`config.mk`:
```
export PLATFORM = sky130hd
export DESIGN_NAME = can_mode_and_reset_control
export DESIGN_NICKNAME = d
export VERILOG_FILES = /design/src/logic/bus_free_detect.v /design/src/logic/half_rate_sync.v /design/src/logic/can_mode_and_reset_control.v
export VERILOG_INCLUDE_DIRS = /design/src /design/src/logic
export SDC_FILE = /design/constraint.sdc
export NUM_CORES = 1
export LEC_CHECK = 0
export ABC_AREA = 1
export ABC_CLOCK_PERIOD_IN_PS = 1750
export BUFFER_PORTS_ARGS = -buffer_cell sky130_fd_sc_hd__buf_4
export CAP_MARGIN = 20
export CORE_MARGIN = 3
export CORE_UTILIZATION = 50
export DETAILED_ROUTE_END_ITERATION = 10
export PLACE_DENSITY_LB_ADDON = 0.25
export SLEW_MARGIN = 15
export SYNTH_ARGS = -nofsm -noshare
export SYNTH_HDL_FRONTEND = slang
export SYNTH_SLANG_ARGS = --single-unit
```
`constraint.sdc`:
```
create_clock -name clk -period 1.75 [get_ports clk]
set_input_delay 0.35 -clock clk [delete_from_list [all_inputs] [get_ports clk]]
set_output_delay 0.35 -clock clk [all_outputs]
set_load 0.01 [all_outputs]
```
`src/logic/can_mode_consts.vh`:
```
// Offsets, field positions, reset values and counts of the mode-control block
`ifndef CAN_MODE_CONSTS_VH
`define CAN_MODE_CONSTS_VH
`define MODE_CTRL_OFS        4'h0
`define STATUS_OFS           4'h1
`define ERROR_COUNT_OFS      4'h2
`define WINDOW_START_OFS     4'h3
`define FIFO_PTR_OFS         4'h4
`define EVENT_OFS            4'h5
`define EVENT_ENABLE_OFS     4'h6
`define LINK_EVENT_OFS       4'h7
`define BIT_RESET            0
`define BIT_LISTEN           1
`define BIT_SELF_TEST        2
`define BIT_FILTER           3
`define BIT_SLEEP            4
`define EV_WAKE              0
`define EV_WARN              1
`define EV_RECEIVE           2
`define MODE_RESET_VAL       8'h01
`define TX_RECOVER_LOAD      8'h7F
`define BUS_FREE_BITS        4'hB
`define RECOVER_SEQS         8'h80
`define DIVIDED_CLOCK_OUTPUT_HOLD_BITS     5'h0F
`define PTR_ZERO             8'h00
`endif

```
`src/logic/bus_free_detect.v`:
```
// Counter of consecutive recessive bits giving a bus-free pulse
`timescale 1ns/1ns
module bus_free_detect (
   input  wire       clk,
   input  wire       srst,
   input  wire       bit_tick,
   input  wire       rx_bit,
   output reg        bus_free
);
`include "can_mode_consts.vh"
   reg [3:0] run_q;

   always @(posedge clk) begin
      if (srst) begin
         run_q    <= 4'h0;
         bus_free <= 1'b0;
      end else begin
         bus_free <= 1'b0;
         if (bit_tick) begin
            if (!rx_bit) begin
               run_q <= 4'h0;
            end else if (run_q == `BUS_FREE_BITS - 4'h1) begin
               run_q    <= 4'h0;
               bus_free <= 1'b1;
            end else begin
               run_q <= run_q + 4'h1;
            end
         end
      end
   end
endmodule // bus_free_detect

```
`src/logic/half_rate_sync.v`:
```
// Half-rate internal clock phase and synchroniser of the reset request
`timescale 1ns/1ns
module half_rate_sync (
   input  wire       clk,
   input  wire       srst,
   input  wire       req_in,
   output reg        phase,
   output reg        req_sync
);
   always @(posedge clk) begin
      if (srst) begin
         phase    <= 1'b0;
         req_sync <= 1'b1;
      end else begin
         phase <= ~phase;
         if (phase) begin
            req_sync <= req_in;
         end
      end
   end
endmodule // half_rate_sync

```
`src/logic/can_mode_and_reset_control.v`:
```
// Mode register, reset/bus-off, sleep and wake-up control of a CAN node
`timescale 1ns/1ns
module can_mode_and_reset_control (
   input  wire        clk,
   input  wire        srst,
   input  wire        ext_reset,
   input  wire [3:0]  avs_address,
   input  wire        avs_read,
   input  wire        avs_write,
   input  wire [31:0] avs_writedata,
   output reg  [31:0] avs_readdata,
   output reg         avs_waitrequest,
   input  wire        rx_pin,
   input  wire        bit_tick,
   input  wire        bus_off_event,
   input  wire        tx_done,
   input  wire        tx_self_request,
   input  wire        ack_seen,
   input  wire        rx_frame_ok,
   input  wire        rx_error_inc,
   input  wire        tx_error_inc,
   input  wire        fifo_write,
   input  wire        fifo_release,
   input  wire        int_pin_low,
   output reg         bus_on,
   output reg         abort_traffic,
   output reg         filter_single,
   output reg         drive_ack,
   output reg         tx_allowed,
   output reg         error_passive_force,
   output reg         tx_success,
   output reg         store_frame,
   output reg         receive_enable,
   output reg         sleeping,
   output reg         oscillator_on,
   output reg         divided_clock_output,
   output reg         interrupt_n,
   output reg  [7:0]  fifo_read_ptr,
   output reg  [7:0]  fifo_write_ptr
);
`include "can_mode_consts.vh"
   localparam ST_RESET   = 4'b0001;
   localparam ST_WAIT    = 4'b0010;
   localparam ST_ON      = 4'b0100;
   localparam ST_SLEEP   = 4'b1000;

   // Pin synchronisers
   reg        rx_s1_q, rx_s2_q, ext_s1_q, ext_s2_q, int_s1_q, int_s2_q;
   reg        tick_q;
   reg [3:0]  state_q;
   reg        req_q;
   reg        listen_q, self_test_q, filter_q, sleep_q;
   reg        boff_cause_q;
   reg [7:0]  seq_left_q;
   reg [7:0]  rx_err_q, tx_err_q;
   reg [7:0]  window_start_q;
   reg [2:0]  events_q;
   reg [2:0]  enable_q;
   reg        sleep_arm_q;
   reg        rx_block_q;
   reg [4:0]  hold_bits_q;
   reg        rx_prev_q;
   reg        pending_q;
   wire       phase;
   wire       req_sync;
   wire       bus_free;
   // Count restarts in reset mode so the bus-on wait starts fresh
   wire       free_clr = srst | (state_q == ST_RESET);
   wire       wr = avs_write & ~avs_waitrequest;
   wire       in_reset = req_sync;
   wire       activity = rx_prev_q & ~rx_s2_q;
   wire       any_event = |(events_q & enable_q);
   wire [7:0] mode_view = {3'b000, sleep_q, filter_q, self_test_q,
                           listen_q, req_sync};

   half_rate_sync u_sync (
      .clk      (clk),
      .srst     (srst),
      .req_in   (req_q),
      .phase    (phase),
      .req_sync (req_sync)
   );

   bus_free_detect u_free (
      .clk      (clk),
      .srst     (free_clr),
      .bit_tick (tick_q),
      .rx_bit   (rx_s2_q),
      .bus_free (bus_free)
   );

   always @(posedge clk) begin
      if (srst) begin
         rx_s1_q  <= 1'b1;
         rx_s2_q  <= 1'b1;
         ext_s1_q <= 1'b0;
         ext_s2_q <= 1'b0;
         int_s1_q <= 1'b0;
         int_s2_q <= 1'b0;
         rx_prev_q <= 1'b1;
         tick_q   <= 1'b0;
      end else begin
         rx_s1_q  <= rx_pin;
         rx_s2_q  <= rx_s1_q;
         ext_s1_q <= ext_reset;
         ext_s2_q <= ext_s1_q;
         int_s1_q <= int_pin_low;
         int_s2_q <= int_s1_q;
         rx_prev_q <= rx_s2_q;
         tick_q   <= bit_tick;
      end
   end

   // Register bus: one wait cycle so every access answers in two edges
   always @(posedge clk) begin
      if (srst) begin
         avs_waitrequest <= 1'b1;
         avs_readdata    <= 32'h0000_0000;
      end else begin
         avs_waitrequest <= ~((avs_read | avs_write) & avs_waitrequest);
         if (avs_read & avs_waitrequest) begin
            case (avs_address)
               `MODE_CTRL_OFS:
                  avs_readdata <= {24'h00_0000, mode_view};
               `STATUS_OFS:
                  avs_readdata <= {24'h00_0000, state_q, boff_cause_q,
                                   rx_block_q, sleep_arm_q, ext_s2_q};
               `ERROR_COUNT_OFS:
                  avs_readdata <= {16'h0000, tx_err_q, rx_err_q};
               `WINDOW_START_OFS:
                  avs_readdata <= {24'h00_0000, window_start_q};
               `FIFO_PTR_OFS:
                  avs_readdata <= {16'h0000, fifo_write_ptr, fifo_read_ptr};
               `EVENT_OFS:
                  avs_readdata <= {29'h0000_0000, events_q};
               `EVENT_ENABLE_OFS:
                  avs_readdata <= {29'h0000_0000, enable_q};
               default:
                  avs_readdata <= 32'h0000_0000;
            endcase
         end
      end
   end

   // Mode register and event bits
   always @(posedge clk) begin
      if (srst) begin
         req_q          <= 1'b1;
         listen_q       <= 1'b0;
         self_test_q    <= 1'b0;
         filter_q       <= 1'b0;
         sleep_q        <= 1'b0;
         window_start_q <= `PTR_ZERO;
         enable_q       <= 3'b000;
         events_q       <= 3'b000;
      end else begin
         if (wr && avs_address == `MODE_CTRL_OFS) begin
            req_q <= avs_writedata[`BIT_RESET] | ext_s2_q;
            if (in_reset) begin
               listen_q    <= avs_writedata[`BIT_LISTEN];
               self_test_q <= avs_writedata[`BIT_SELF_TEST];
               filter_q    <= avs_writedata[`BIT_FILTER];
            end
            if (!avs_writedata[`BIT_SLEEP])
               sleep_q <= 1'b0;
            else if (!in_reset && sleep_arm_q)
               sleep_q <= 1'b1;
         end
         if (ext_s2_q || bus_off_event)
            req_q <= 1'b1;
         if (state_q == ST_SLEEP && (activity || int_s2_q))
            sleep_q <= 1'b0;
         if (wr && avs_address == `WINDOW_START_OFS && in_reset)
            window_start_q <= avs_writedata[7:0];
         if (wr && avs_address == `EVENT_ENABLE_OFS)
            enable_q <= avs_writedata[2:0];
         // Set wins over a same-cycle write-one-to-clear
         if (wr && avs_address == `EVENT_OFS)
            events_q <= events_q & ~avs_writedata[2:0];
         if (bus_off_event && enable_q[`EV_WARN])
            events_q[`EV_WARN] <= 1'b1;
         if (tx_done && tx_self_request && enable_q[`EV_RECEIVE])
            events_q[`EV_RECEIVE] <= 1'b1;
         if (enable_q[`EV_WAKE] &&
             ((wr && avs_address == `MODE_CTRL_OFS &&
               avs_writedata[`BIT_SLEEP] && !in_reset && sleep_arm_q &&
               (pending_q || activity)) ||
              (state_q == ST_SLEEP && !sleep_q)))
            events_q[`EV_WAKE] <= 1'b1;
      end
   end

   // Operating state, bus-on wait, sleep
   always @(posedge clk) begin
      if (srst) begin
         state_q      <= ST_RESET;
         boff_cause_q <= 1'b0;
         seq_left_q   <= 8'h01;
         sleep_arm_q  <= 1'b0;
         rx_block_q   <= 1'b0;
         hold_bits_q  <= 5'h00;
      end else begin
         if (bus_off_event)
            boff_cause_q <= 1'b1;
         case (state_q)
            ST_RESET: begin
               sleep_arm_q <= 1'b0;
               if (!in_reset) begin
                  state_q    <= ST_WAIT;
                  seq_left_q <= boff_cause_q ? `RECOVER_SEQS
                                             : 8'h01;
               end
            end
            ST_WAIT: begin
               if (in_reset)
                  state_q <= ST_RESET;
               else if (bus_free) begin
                  sleep_arm_q <= 1'b1;
                  if (seq_left_q == 8'h01) begin
                     state_q      <= ST_ON;
                     boff_cause_q <= 1'b0;
                  end else
                     seq_left_q <= seq_left_q - 8'h01;
               end
            end
            ST_ON: begin
               if (bus_free) begin
                  sleep_arm_q <= 1'b1;
                  rx_block_q  <= 1'b0;
               end
               if (in_reset)
                  state_q <= ST_RESET;
               else if (sleep_q && !pending_q && !activity) begin
                  state_q     <= ST_SLEEP;
                  hold_bits_q <= `DIVIDED_CLOCK_OUTPUT_HOLD_BITS;
               end
            end
            ST_SLEEP: begin
               if (tick_q && hold_bits_q != 5'h00)
                  hold_bits_q <= hold_bits_q - 5'h01;
               if (in_reset)
                  state_q <= ST_RESET;
               else if (!sleep_q) begin
                  state_q    <= ST_ON;
                  rx_block_q <= 1'b1;
               end
            end
            default: state_q <= ST_RESET;
         endcase
      end
   end

   // Error counters
   always @(posedge clk) begin
      if (srst) begin
         rx_err_q <= 8'h00;
         tx_err_q <= 8'h00;
      end else if (bus_off_event) begin
         rx_err_q <= 8'h00;
         tx_err_q <= `TX_RECOVER_LOAD;
      end else if (state_q == ST_WAIT && boff_cause_q) begin
         if (bus_free && tx_err_q != 8'h00)
            tx_err_q <= tx_err_q - 8'h01;
      end else if (!listen_q) begin
         if (rx_error_inc && rx_err_q != 8'hFF)
            rx_err_q <= rx_err_q + 8'h01;
         if (tx_error_inc && tx_err_q != 8'hFF)
            tx_err_q <= tx_err_q + 8'h01;
      end
   end

   // Fifo pointers
   always @(posedge clk) begin
      if (srst) begin
         fifo_read_ptr  <= `PTR_ZERO;
         fifo_write_ptr <= `PTR_ZERO;
      end else if (req_q || bus_off_event) begin
         fifo_read_ptr  <= window_start_q;
         fifo_write_ptr <= window_start_q;
      end else begin
         if (fifo_write)
            fifo_write_ptr <= fifo_write_ptr + 8'h01;
         if (fifo_release)
            fifo_read_ptr <= fifo_read_ptr + 8'h01;
      end
   end

   // Registered outputs
   always @(posedge clk) begin
      if (srst) begin
         pending_q            <= 1'b0;
         bus_on               <= 1'b0;
         abort_traffic        <= 1'b1;
         filter_single        <= 1'b0;
         drive_ack            <= 1'b0;
         tx_allowed           <= 1'b0;
         error_passive_force  <= 1'b0;
         tx_success           <= 1'b0;
         store_frame          <= 1'b0;
         receive_enable       <= 1'b0;
         sleeping             <= 1'b0;
         oscillator_on        <= 1'b1;
         divided_clock_output <= 1'b0;
         interrupt_n          <= 1'b1;
      end else begin
         pending_q      <= any_event;
         bus_on         <= (state_q == ST_ON) & ~in_reset;
         abort_traffic  <= in_reset;
         filter_single  <= filter_q;
         drive_ack      <= rx_frame_ok & ~listen_q
                           & (state_q == ST_ON);
         tx_allowed     <= (state_q == ST_ON) & ~listen_q;
         error_passive_force <= listen_q;
         tx_success     <= tx_done & (ack_seen | self_test_q);
         store_frame    <= tx_done & ~listen_q;
         receive_enable <= (state_q == ST_ON) & ~rx_block_q;
         sleeping       <= (state_q == ST_SLEEP);
         // Oscillator stops only once the clock hold-off has run out
         oscillator_on  <= !(state_q == ST_SLEEP && hold_bits_q == 5'h00);
         divided_clock_output <= (state_q == ST_SLEEP &&
                                  hold_bits_q == 5'h00) ? 1'b0
                                 : phase;
         interrupt_n    <= ~any_event;
      end
   end
endmodule // can_mode_and_reset_control

```
==> results.py, run 1 <==
metrics = {
    "logic_synthesis": {
        "synthCells": 795,
        "synth_ff_type": "dfxtp_1",
        "synth_seq_cells": 117,
        "syn_avg_cell_area_sq_um": 7.32,
        "synth-edff-count": 0,
        "synthArstFlopShare_pct": 0,
        "yosysTopAreaCell": "dfxtp_1",
        "synth_warnings": 0,
        "seq_area_frac_synth_pct": 40.3,
        "yosys.area.top_type_share_pct": 40.3,
        "ys_types": 56,
        "synth_area_sq_um": 5820,
        "synthTopCellsByArea": "dfxtp_1, nand2_1, inv_1, a21oi_1, nor2_1",
    },
    "clock_tree": {
        "cts_buffers": 17,
        "cts-root-buf": "clkbuf_16",
        "cts_hold_buf": 0,
        "cts_sinks": 117,
        "path_clk_slew_ns": 0.06,
        "insertion_delay_ns": 0.42,
        "cts_tree": "built",
        "htreeDepth": 4,
        "cts_max_path_buffers": 2,
    },
    "pwr": {
        "p_int_mw": 5.19,
        "power_frac_clock_pct": 52.8,
        "leakagePower_nw": 3.27,
        "seqPwrFrac_pct": 40.2,
        "power_density_nw_per_um2": 904,
        "comb_power_share_pct": 7.0,
        "switching_share_pct": 24.2,
        "netSwitchingPower_mw": 1.66,
        "ir_drop_uv": 1030,
    },
    "timing": {
        "slew_violations": 0,
        "rsz0062_at_grt": "true",
        "hold_ws_ns": 0.126,
        "tns_ns": -0.0424,
        "finClkSkew_ns": 0.00996,
        "tightest_slew_ns": 0.499,
        "finalCritPeriodShare_pct": 102,
        "max_freq_ghz": 0.558,
        "setup_slack_ns": -0.0424,
        "hold_violations": 0,
        "relSlewSlack_pct": 66.6,
        "setup_violations": 1,
        "fin_crit_ns": 1.79,
    },
    "status": {
        "status": "finished with violations",
        "violations": "setup timing",
    },
    "worst_setup_path": {
        "cp-start-kind": "flip-flop",
        "r2r-end": "hold_bits_q[4]$_SDFFE_PP0P_",
        "crit_path_end_kind": "flip-flop",
        "timing.rr.start": "state_q[1]$_SDFFE_PP0P_",
        "path_max_fanout": 4,
        "crit_type": "flip-flop to flip-flop",
        "crit_arrival_ns": 2.10,
        "required_ns": 2.06,
        "rr_worst_depth": 10,
        "r2r_setup_slack_ns": -0.04,
    },
    "floorplanning": {
        "initial_core_util_pct": 52.3,
        "ios": 115,
        "coreArea_sq_um": 11100,
        "die_w_um": 114,
        "die_area_sq_um": 13000,
        "dieHeight_um": 114,
        "fp-row-count": 38,
    },
    "detailed_routing": {
        "routed_via_density": 5.50,
        "dr.first_iter.drc_count": 589,
        "final_antenna_net_count": 0,
        "drc": 0,
        "wirelength_um": 17100,
        "dr_total_vias": 5950,
        "dr.pass1.iters": 7,
        "avgRoutedWirePerCell_um": 15.8,
    },
    "worst_hold_path": {
        "holdCritStartpoint": "rx_pin",
        "min_delay_worst_endpoint": "rx_s1_q$_SDFF_PP1_",
        "whs_path_depth": 2,
        "min_path_type": "primary input to flip-flop",
    },
    "global_route": {
        "grt_pass1_wl_um": 27500,
        "grtUsageTotal_pct": 26.5,
        "grt_pass1_vias": 5813,
        "antenna_found_initial": 0,
        "grt_max_degree": 21,
        "gr-total-overflow": 0,
    },
    "finish": {
        "area_delta_synth_final_pct": 30.3,
        "fillers": 900,
        "multi_input_area_sq_um": 2970,
        "finish.utilization_pct": 68.1,
        "drive_gt1_share_pct": 24.7,
        "regArea_sq_um": 2350,
        "final_nets": 992,
        "stdcell_area_sq_um": 7580,
        "num_antenna_cells": 0,
    },
    "run": {
        "drv_cap": 0,
    },
    "placement": {
        "postPlaceCellArea_sq_um": 6740,
        "detailed_place_hpwl_um": 12400,
        "portBuffers": 74,
        "place.gp.congestion": 0.942,
        "dp_worst_setup_slack_ns": -0.0126,
    },
}
## repair_timing
action	4_1_cts	5_1_grt
resized for setup	3	35
setup buffers	1	14
pin swaps	1	26
endpoints found under the setup margin	5	27
## routing by layer
metal	routed length [um]	global-route usage [%]	up-vias
li1	-	-	2863
met1	7140	33.7	2741
met2	8060	43.3	300
met3	1420	7.53	46
met4	446	9.03	0
met5	0	0	-
## state kept, by name, indices dropped and copies added (netlist names), 5 cells and up
signal,cells
avs_readdata,16
fifo_read_ptr,8
fifo_write_ptr,8
rx_err_q,8
seq_left_q,8
tx_err_q,8
window_start_q,8
hold_bits_q,5
## critical path: stages (launching register included)
cell	delay, ns
dfxtp_2	0.33
inv_4	0.08
buf_6	0.12
nand2_4	0.07
nor3_4	0.23
nand3_2	0.14
a22oi_4	0.24
nand3_2	0.14
buf_4	0.16
nor3_4	0.12
nor3_2	0.06
## synthesized netlist by cell type, drive strengths merged (3+ instances only)
cell    count
a211oi      3
a21oi      60
a31oi      11
buf        21
clkbuf     13
clkinv      3
dfxtp     117
ha         10
inv       113
nand2     158
nand3      40
nand4      14
nor2       82
nor3       24
o211ai      7
o21ai      58
o221ai      3
o22ai      13
o31ai       4
or2         4
xor2       18
## logic make-up after synthesis
kind of cell	Yosys count	synth area share, %
AND/OR/NAND/NOR	329	26.5
AO/OA/AOI/OAI	169	17.0
buffers and inverters	150	11.1
flip-flops	117	40.3
XOR/XNOR	19	2.86
adder cells (fa/ha/maj)	10	2.15
other	1	0.0645
## power by group through the flow
stage / sequential, mW / clock, mW / combinational (mW)
6_report: 2.75 / 3.62 / 0.482
5_1_grt: 2.76 / 3.78 / 0.527
4_1_cts: 2.75 / 3.62 / 0.463
3_5_place_dp: 2.81 / 0 / 0.458
3_3_place_gp: 2.80 / 0 / 0.447
2_1_floorplan: 2.80 / 0 / 0.283
## layout by cell type (no fill, tap or decap), drive strengths merged, types with 2 or more instances in the layout
cell and count:
nand2 158, buf 134, dfxtp 117, inv 117, nor2 82, a21oi 60
o21ai 58, nand3 40, nor3 24, clkbuf 19, xor2 18, conb 16
nand4 14, o22ai 13, a31oi 11, ha 10, clkinv 8, o211ai 7
o31ai 4, or2 4, o221ai 3, a211oi 3, bufinv 3, and2 2
nand3b 2, a221oi 2, a22oi 2, nor4 2
## worst max path at each step
stage / end / start / slack, ns / depth (start not counted)
2_1_floorplan: tx_err_q[4]$_SDFFE_PP0P_ / state_q[2]$_SDFFE_PP0P_ / 0.01 / 15
3_3_place_gp: tx_err_q[5]$_SDFFE_PP0P_ / state_q[1]$_SDFFE_PP0P_ / 0.03 / 13
3_5_place_dp: avs_readdata[0]$_SDFFE_PP0P_ / avs_address[3] / -0.01 / 8
4_1_cts: state_q[2]$_SDFFE_PP0P_ / seq_left_q[1]$_SDFFE_PP0P_ / 0.007 / 10
5_1_grt: hold_bits_q[4]$_SDFFE_PP0P_ / state_q[1]$_SDFFE_PP0P_ / -0.15 / 10
6_report: hold_bits_q[4]$_SDFFE_PP0P_ / state_q[1]$_SDFFE_PP0P_ / -0.04 / 10
## stage by stage
step	instances	total power, mW
floorplan	810	3.08
global placement	1035	3.25
detailed placement	1035	3.26
CTS	1068	6.83
global route	1082	7.06
finish	1082	6.85
## final cells by class
cell class / count / area share [%]
Clock buffer: 19 / 5.84
Clock inverter: 13 / 2.26
Inverter: 116 / 5.88
Multi-Input combinational cell: 543 / 39.2
Sequential cell: 117 / 31.0
Tap cell: 140 / 2.31
Timing Repair Buffer: 134 / 13.5
(Power assumes the default switching activity.)
==> run 2, diff against run 1 <==
--- a/config.mk
+++ b/config.mk
@@ -13,7 +13,9 @@
 export CORE_MARGIN = 3
 export CORE_UTILIZATION = 50
 export DETAILED_ROUTE_END_ITERATION = 10
+export HOLD_SLACK_MARGIN = 0.02
 export PLACE_DENSITY_LB_ADDON = 0.25
+export SKIP_CTS_REPAIR_TIMING = 1
 export SLEW_MARGIN = 15
 export SYNTH_ARGS = -nofsm -noshare
 export SYNTH_HDL_FRONTEND = slang
==> run 2 against run 1 <==
  * The flow still finishes with violations (setup timing)
  * Sequential share of layout area hardly changed
  * Highest routed layer unchanged
  * First-iteration DRC count rose by 5.6%
  * Core utilization about the same
  * Global-route usage down 0.16 points
  * Largest cell class unchanged
  * Combinational power barely moved
  * Power shrank 0.25%
  * Non-clock buffer count decreased by 2
==> results.py, run 2 (synthesized netlist as in run 1, its figures left out) <==
metrics = {
    "clock_tree": {
        "cts-root-buf": "clkbuf_16",
        "htreeDepth": 4,
        "cts_tree": "built",
        "cts_buffers": 17,
        "cts_max_path_buffers": 2,
        "path_clk_slew_ns": 0.06,
        "insertion_delay_ns": 0.42,
        "cts_sinks": 117,
    },
    "pwr": {
        "power_frac_clock_pct": 52.7,
        "power_density_nw_per_um2": 902,
        "switching_share_pct": 24.1,
        "power.total_mw": 6.83,
        "p_int_mw": 5.19,
        "netSwitchingPower_mw": 1.65,
        "seqPwrFrac_pct": 40.3,
        "ir_drop_uv": 1020,
        "leakagePower_nw": 3.27,
        "comb_power_share_pct": 7.0,
    },
    "finish": {
        "final_cell_mix": "nand2_1, buf_4, dfxtp_1",
        "regMostFlops": "avs_readdata",
        "num_antenna_cells": 0,
        "mostFrequentLayoutCell": "nand2_1",
        "largest_register_ffs": 16,
        "area_delta_synth_final_pct": 30.3,
        "drive_gt1_share_pct": 24.8,
        "final_nets": 990,
    },
    "worst_setup_path": {
        "timing.rr.start": "state_q[1]$_SDFFE_PP0P_",
        "r2r_setup_slack_ns": -0.06,
        "crit_type": "flip-flop to flip-flop",
        "cp-start-kind": "flip-flop",
        "required_ns": 2.04,
        "crit_path_end_kind": "flip-flop",
        "path_max_fanout": 4,
        "rr_worst_depth": 10,
        "worstSetupEndpoint": "hold_bits_q[1]$_SDFFE_PP0P_",
        "crit_arrival_ns": 2.10,
        "critPathLaunch": "state_q[1]$_SDFFE_PP0P_",
        "r2r-end": "hold_bits_q[1]$_SDFFE_PP0P_",
    },
    "global_route": {
        "grt_max_degree": 21,
        "gr-total-overflow": 0,
        "grt_pass1_wl_um": 27400,
        "grtUsageTotal_pct": 26.3,
        "grt_pass1_vias": 5813,
        "antenna_found_initial": 0,
    },
    "floorplanning": {
        "die_area_sq_um": 13000,
        "die_w_um": 114,
        "dieHeight_um": 114,
        "fp-row-count": 38,
        "initial_core_util_pct": 52.3,
        "coreArea_sq_um": 11100,
        "ios": 115,
    },
    "timing": {
        "setup_slack_ns": -0.0600,
        "slew_violations": 0,
        "finClkSkew_ns": 0.00894,
        "rsz0062_at_grt": "true",
        "setup_violations": 2,
        "finalCritPeriodShare_pct": 103,
        "hold_ws_ns": 0.132,
        "fin_crit_ns": 1.81,
        "max_freq_ghz": 0.553,
        "hold_violations": 0,
    },
    "detailed_routing": {
        "dr_total_vias": 5966,
        "routed_via_density": 5.52,
        "drc": 0,
        "dr.pass1.iters": 7,
        "wirelength_um": 17200,
        "final_antenna_net_count": 0,
        "avgRoutedWirePerCell_um": 15.9,
        "dr.first_iter.drc_count": 622,
    },
    "worst_hold_path": {
        "min_path_type": "primary input to flip-flop",
    },
    "placement": {
        "dp_worst_setup_slack_ns": -0.0126,
        "portBuffers": 74,
        "detailed_place_hpwl_um": 12400,
        "place.gp.congestion": 0.942,
    },
    "status": {
        "status": "finished with violations",
        "violations": "setup timing",
    },
    "run": {
        "drv_cap": 0,
    },
}
## run 2: cell types whose count changed in the layout (fill, tap and decap cells not counted)
| cell | before | now |
|---|---|---|
| buf_4 | 130 | 129 |
| buf_6 | 4 | 3 |
| dfxtp_2 | 4 | 3 |
| dfxtp_4 | 1 | 2 |
| nand2_4 | 6 | 5 |
| nand2_8 | 0 | 1 |
| nor2_1 | 72 | 70 |
| nor2_2 | 7 | 9 |
## run 2: final cells by class
| cell class | instances | area, sq um |
|---|---|---|
| Clock buffer | 19 | 443 |
| Clock inverter | 13 | 171 |
| Fill cell | 892 | 3550 |
| Inverter | 116 | 445 |
| Multi-Input combinational cell | 543 | 2990 |
| Sequential cell | 117 | 2350 |
| Tap cell | 140 | 175 |
| Timing Repair Buffer | 132 | 1000 |
## run 2: power by group through the flow
stage                     combinational, mW  clock (mW)  sequential (mW)
after global routing                  0.527        3.77             2.75
final                                 0.480        3.60             2.75
after detailed placement              0.458           0             2.81
after floorplan                       0.283           0             2.80
after CTS                             0.462        3.62             2.75
after global placement                0.447           0             2.80
## run 2: layer usage
| metal | wire length, um | global-route usage (%) |
|---|---|---|
| met1 | 7290 | 33.9 |
| met2 | 8090 | 42.9 |
| met3 | 1380 | 6.90 |
| met4 | 457 | 9.26 |
| met5 | 0 | 0 |
## run 2: per-stage QoR
stage | utilization [%] | std cells | TNS [ns] | area (sq um)
global placement | 60.5 | 1035 | 0 | 6740
detailed placement | 60.5 | 1035 | -0.0178 | 6740
floorplan | - | 810 | 0 | 5880
finish | 68.1 | 1080 | -0.0660 | 7580
global route | 68.1 | 1080 | -0.548 | 7580
CTS | 66.1 | 1067 | -0.336 | 7350
## run 2: critical path, cell delays in order (launching register included)
cell	delay, ns
dfxtp_2	0.34
inv_4	0.08
buf_6	0.12
nand2_8	0.05
nor3_4	0.23
buf_4	0.15
buf_4	0.11
a22oi_4	0.09
buf_4	0.16
o21ai_0	0.26
a31oi_1	0.10
## run 2: worst min path at each step
stage                              from             endpoint  cells after the start
floorplan           ext_s1_q$_SDFF_PP0_  ext_s2_q$_SDFF_PP0_                      2
global placement    int_s1_q$_SDFF_PP0_  int_s2_q$_SDFF_PP0_                      2
detailed placement   rx_s1_q$_SDFF_PP1_   rx_s2_q$_SDFF_PP1_                      1
CTS                              rx_pin   rx_s1_q$_SDFF_PP1_                      2
global route                     rx_pin   rx_s1_q$_SDFF_PP1_                      2
finish                           rx_pin   rx_s1_q$_SDFF_PP1_                      2
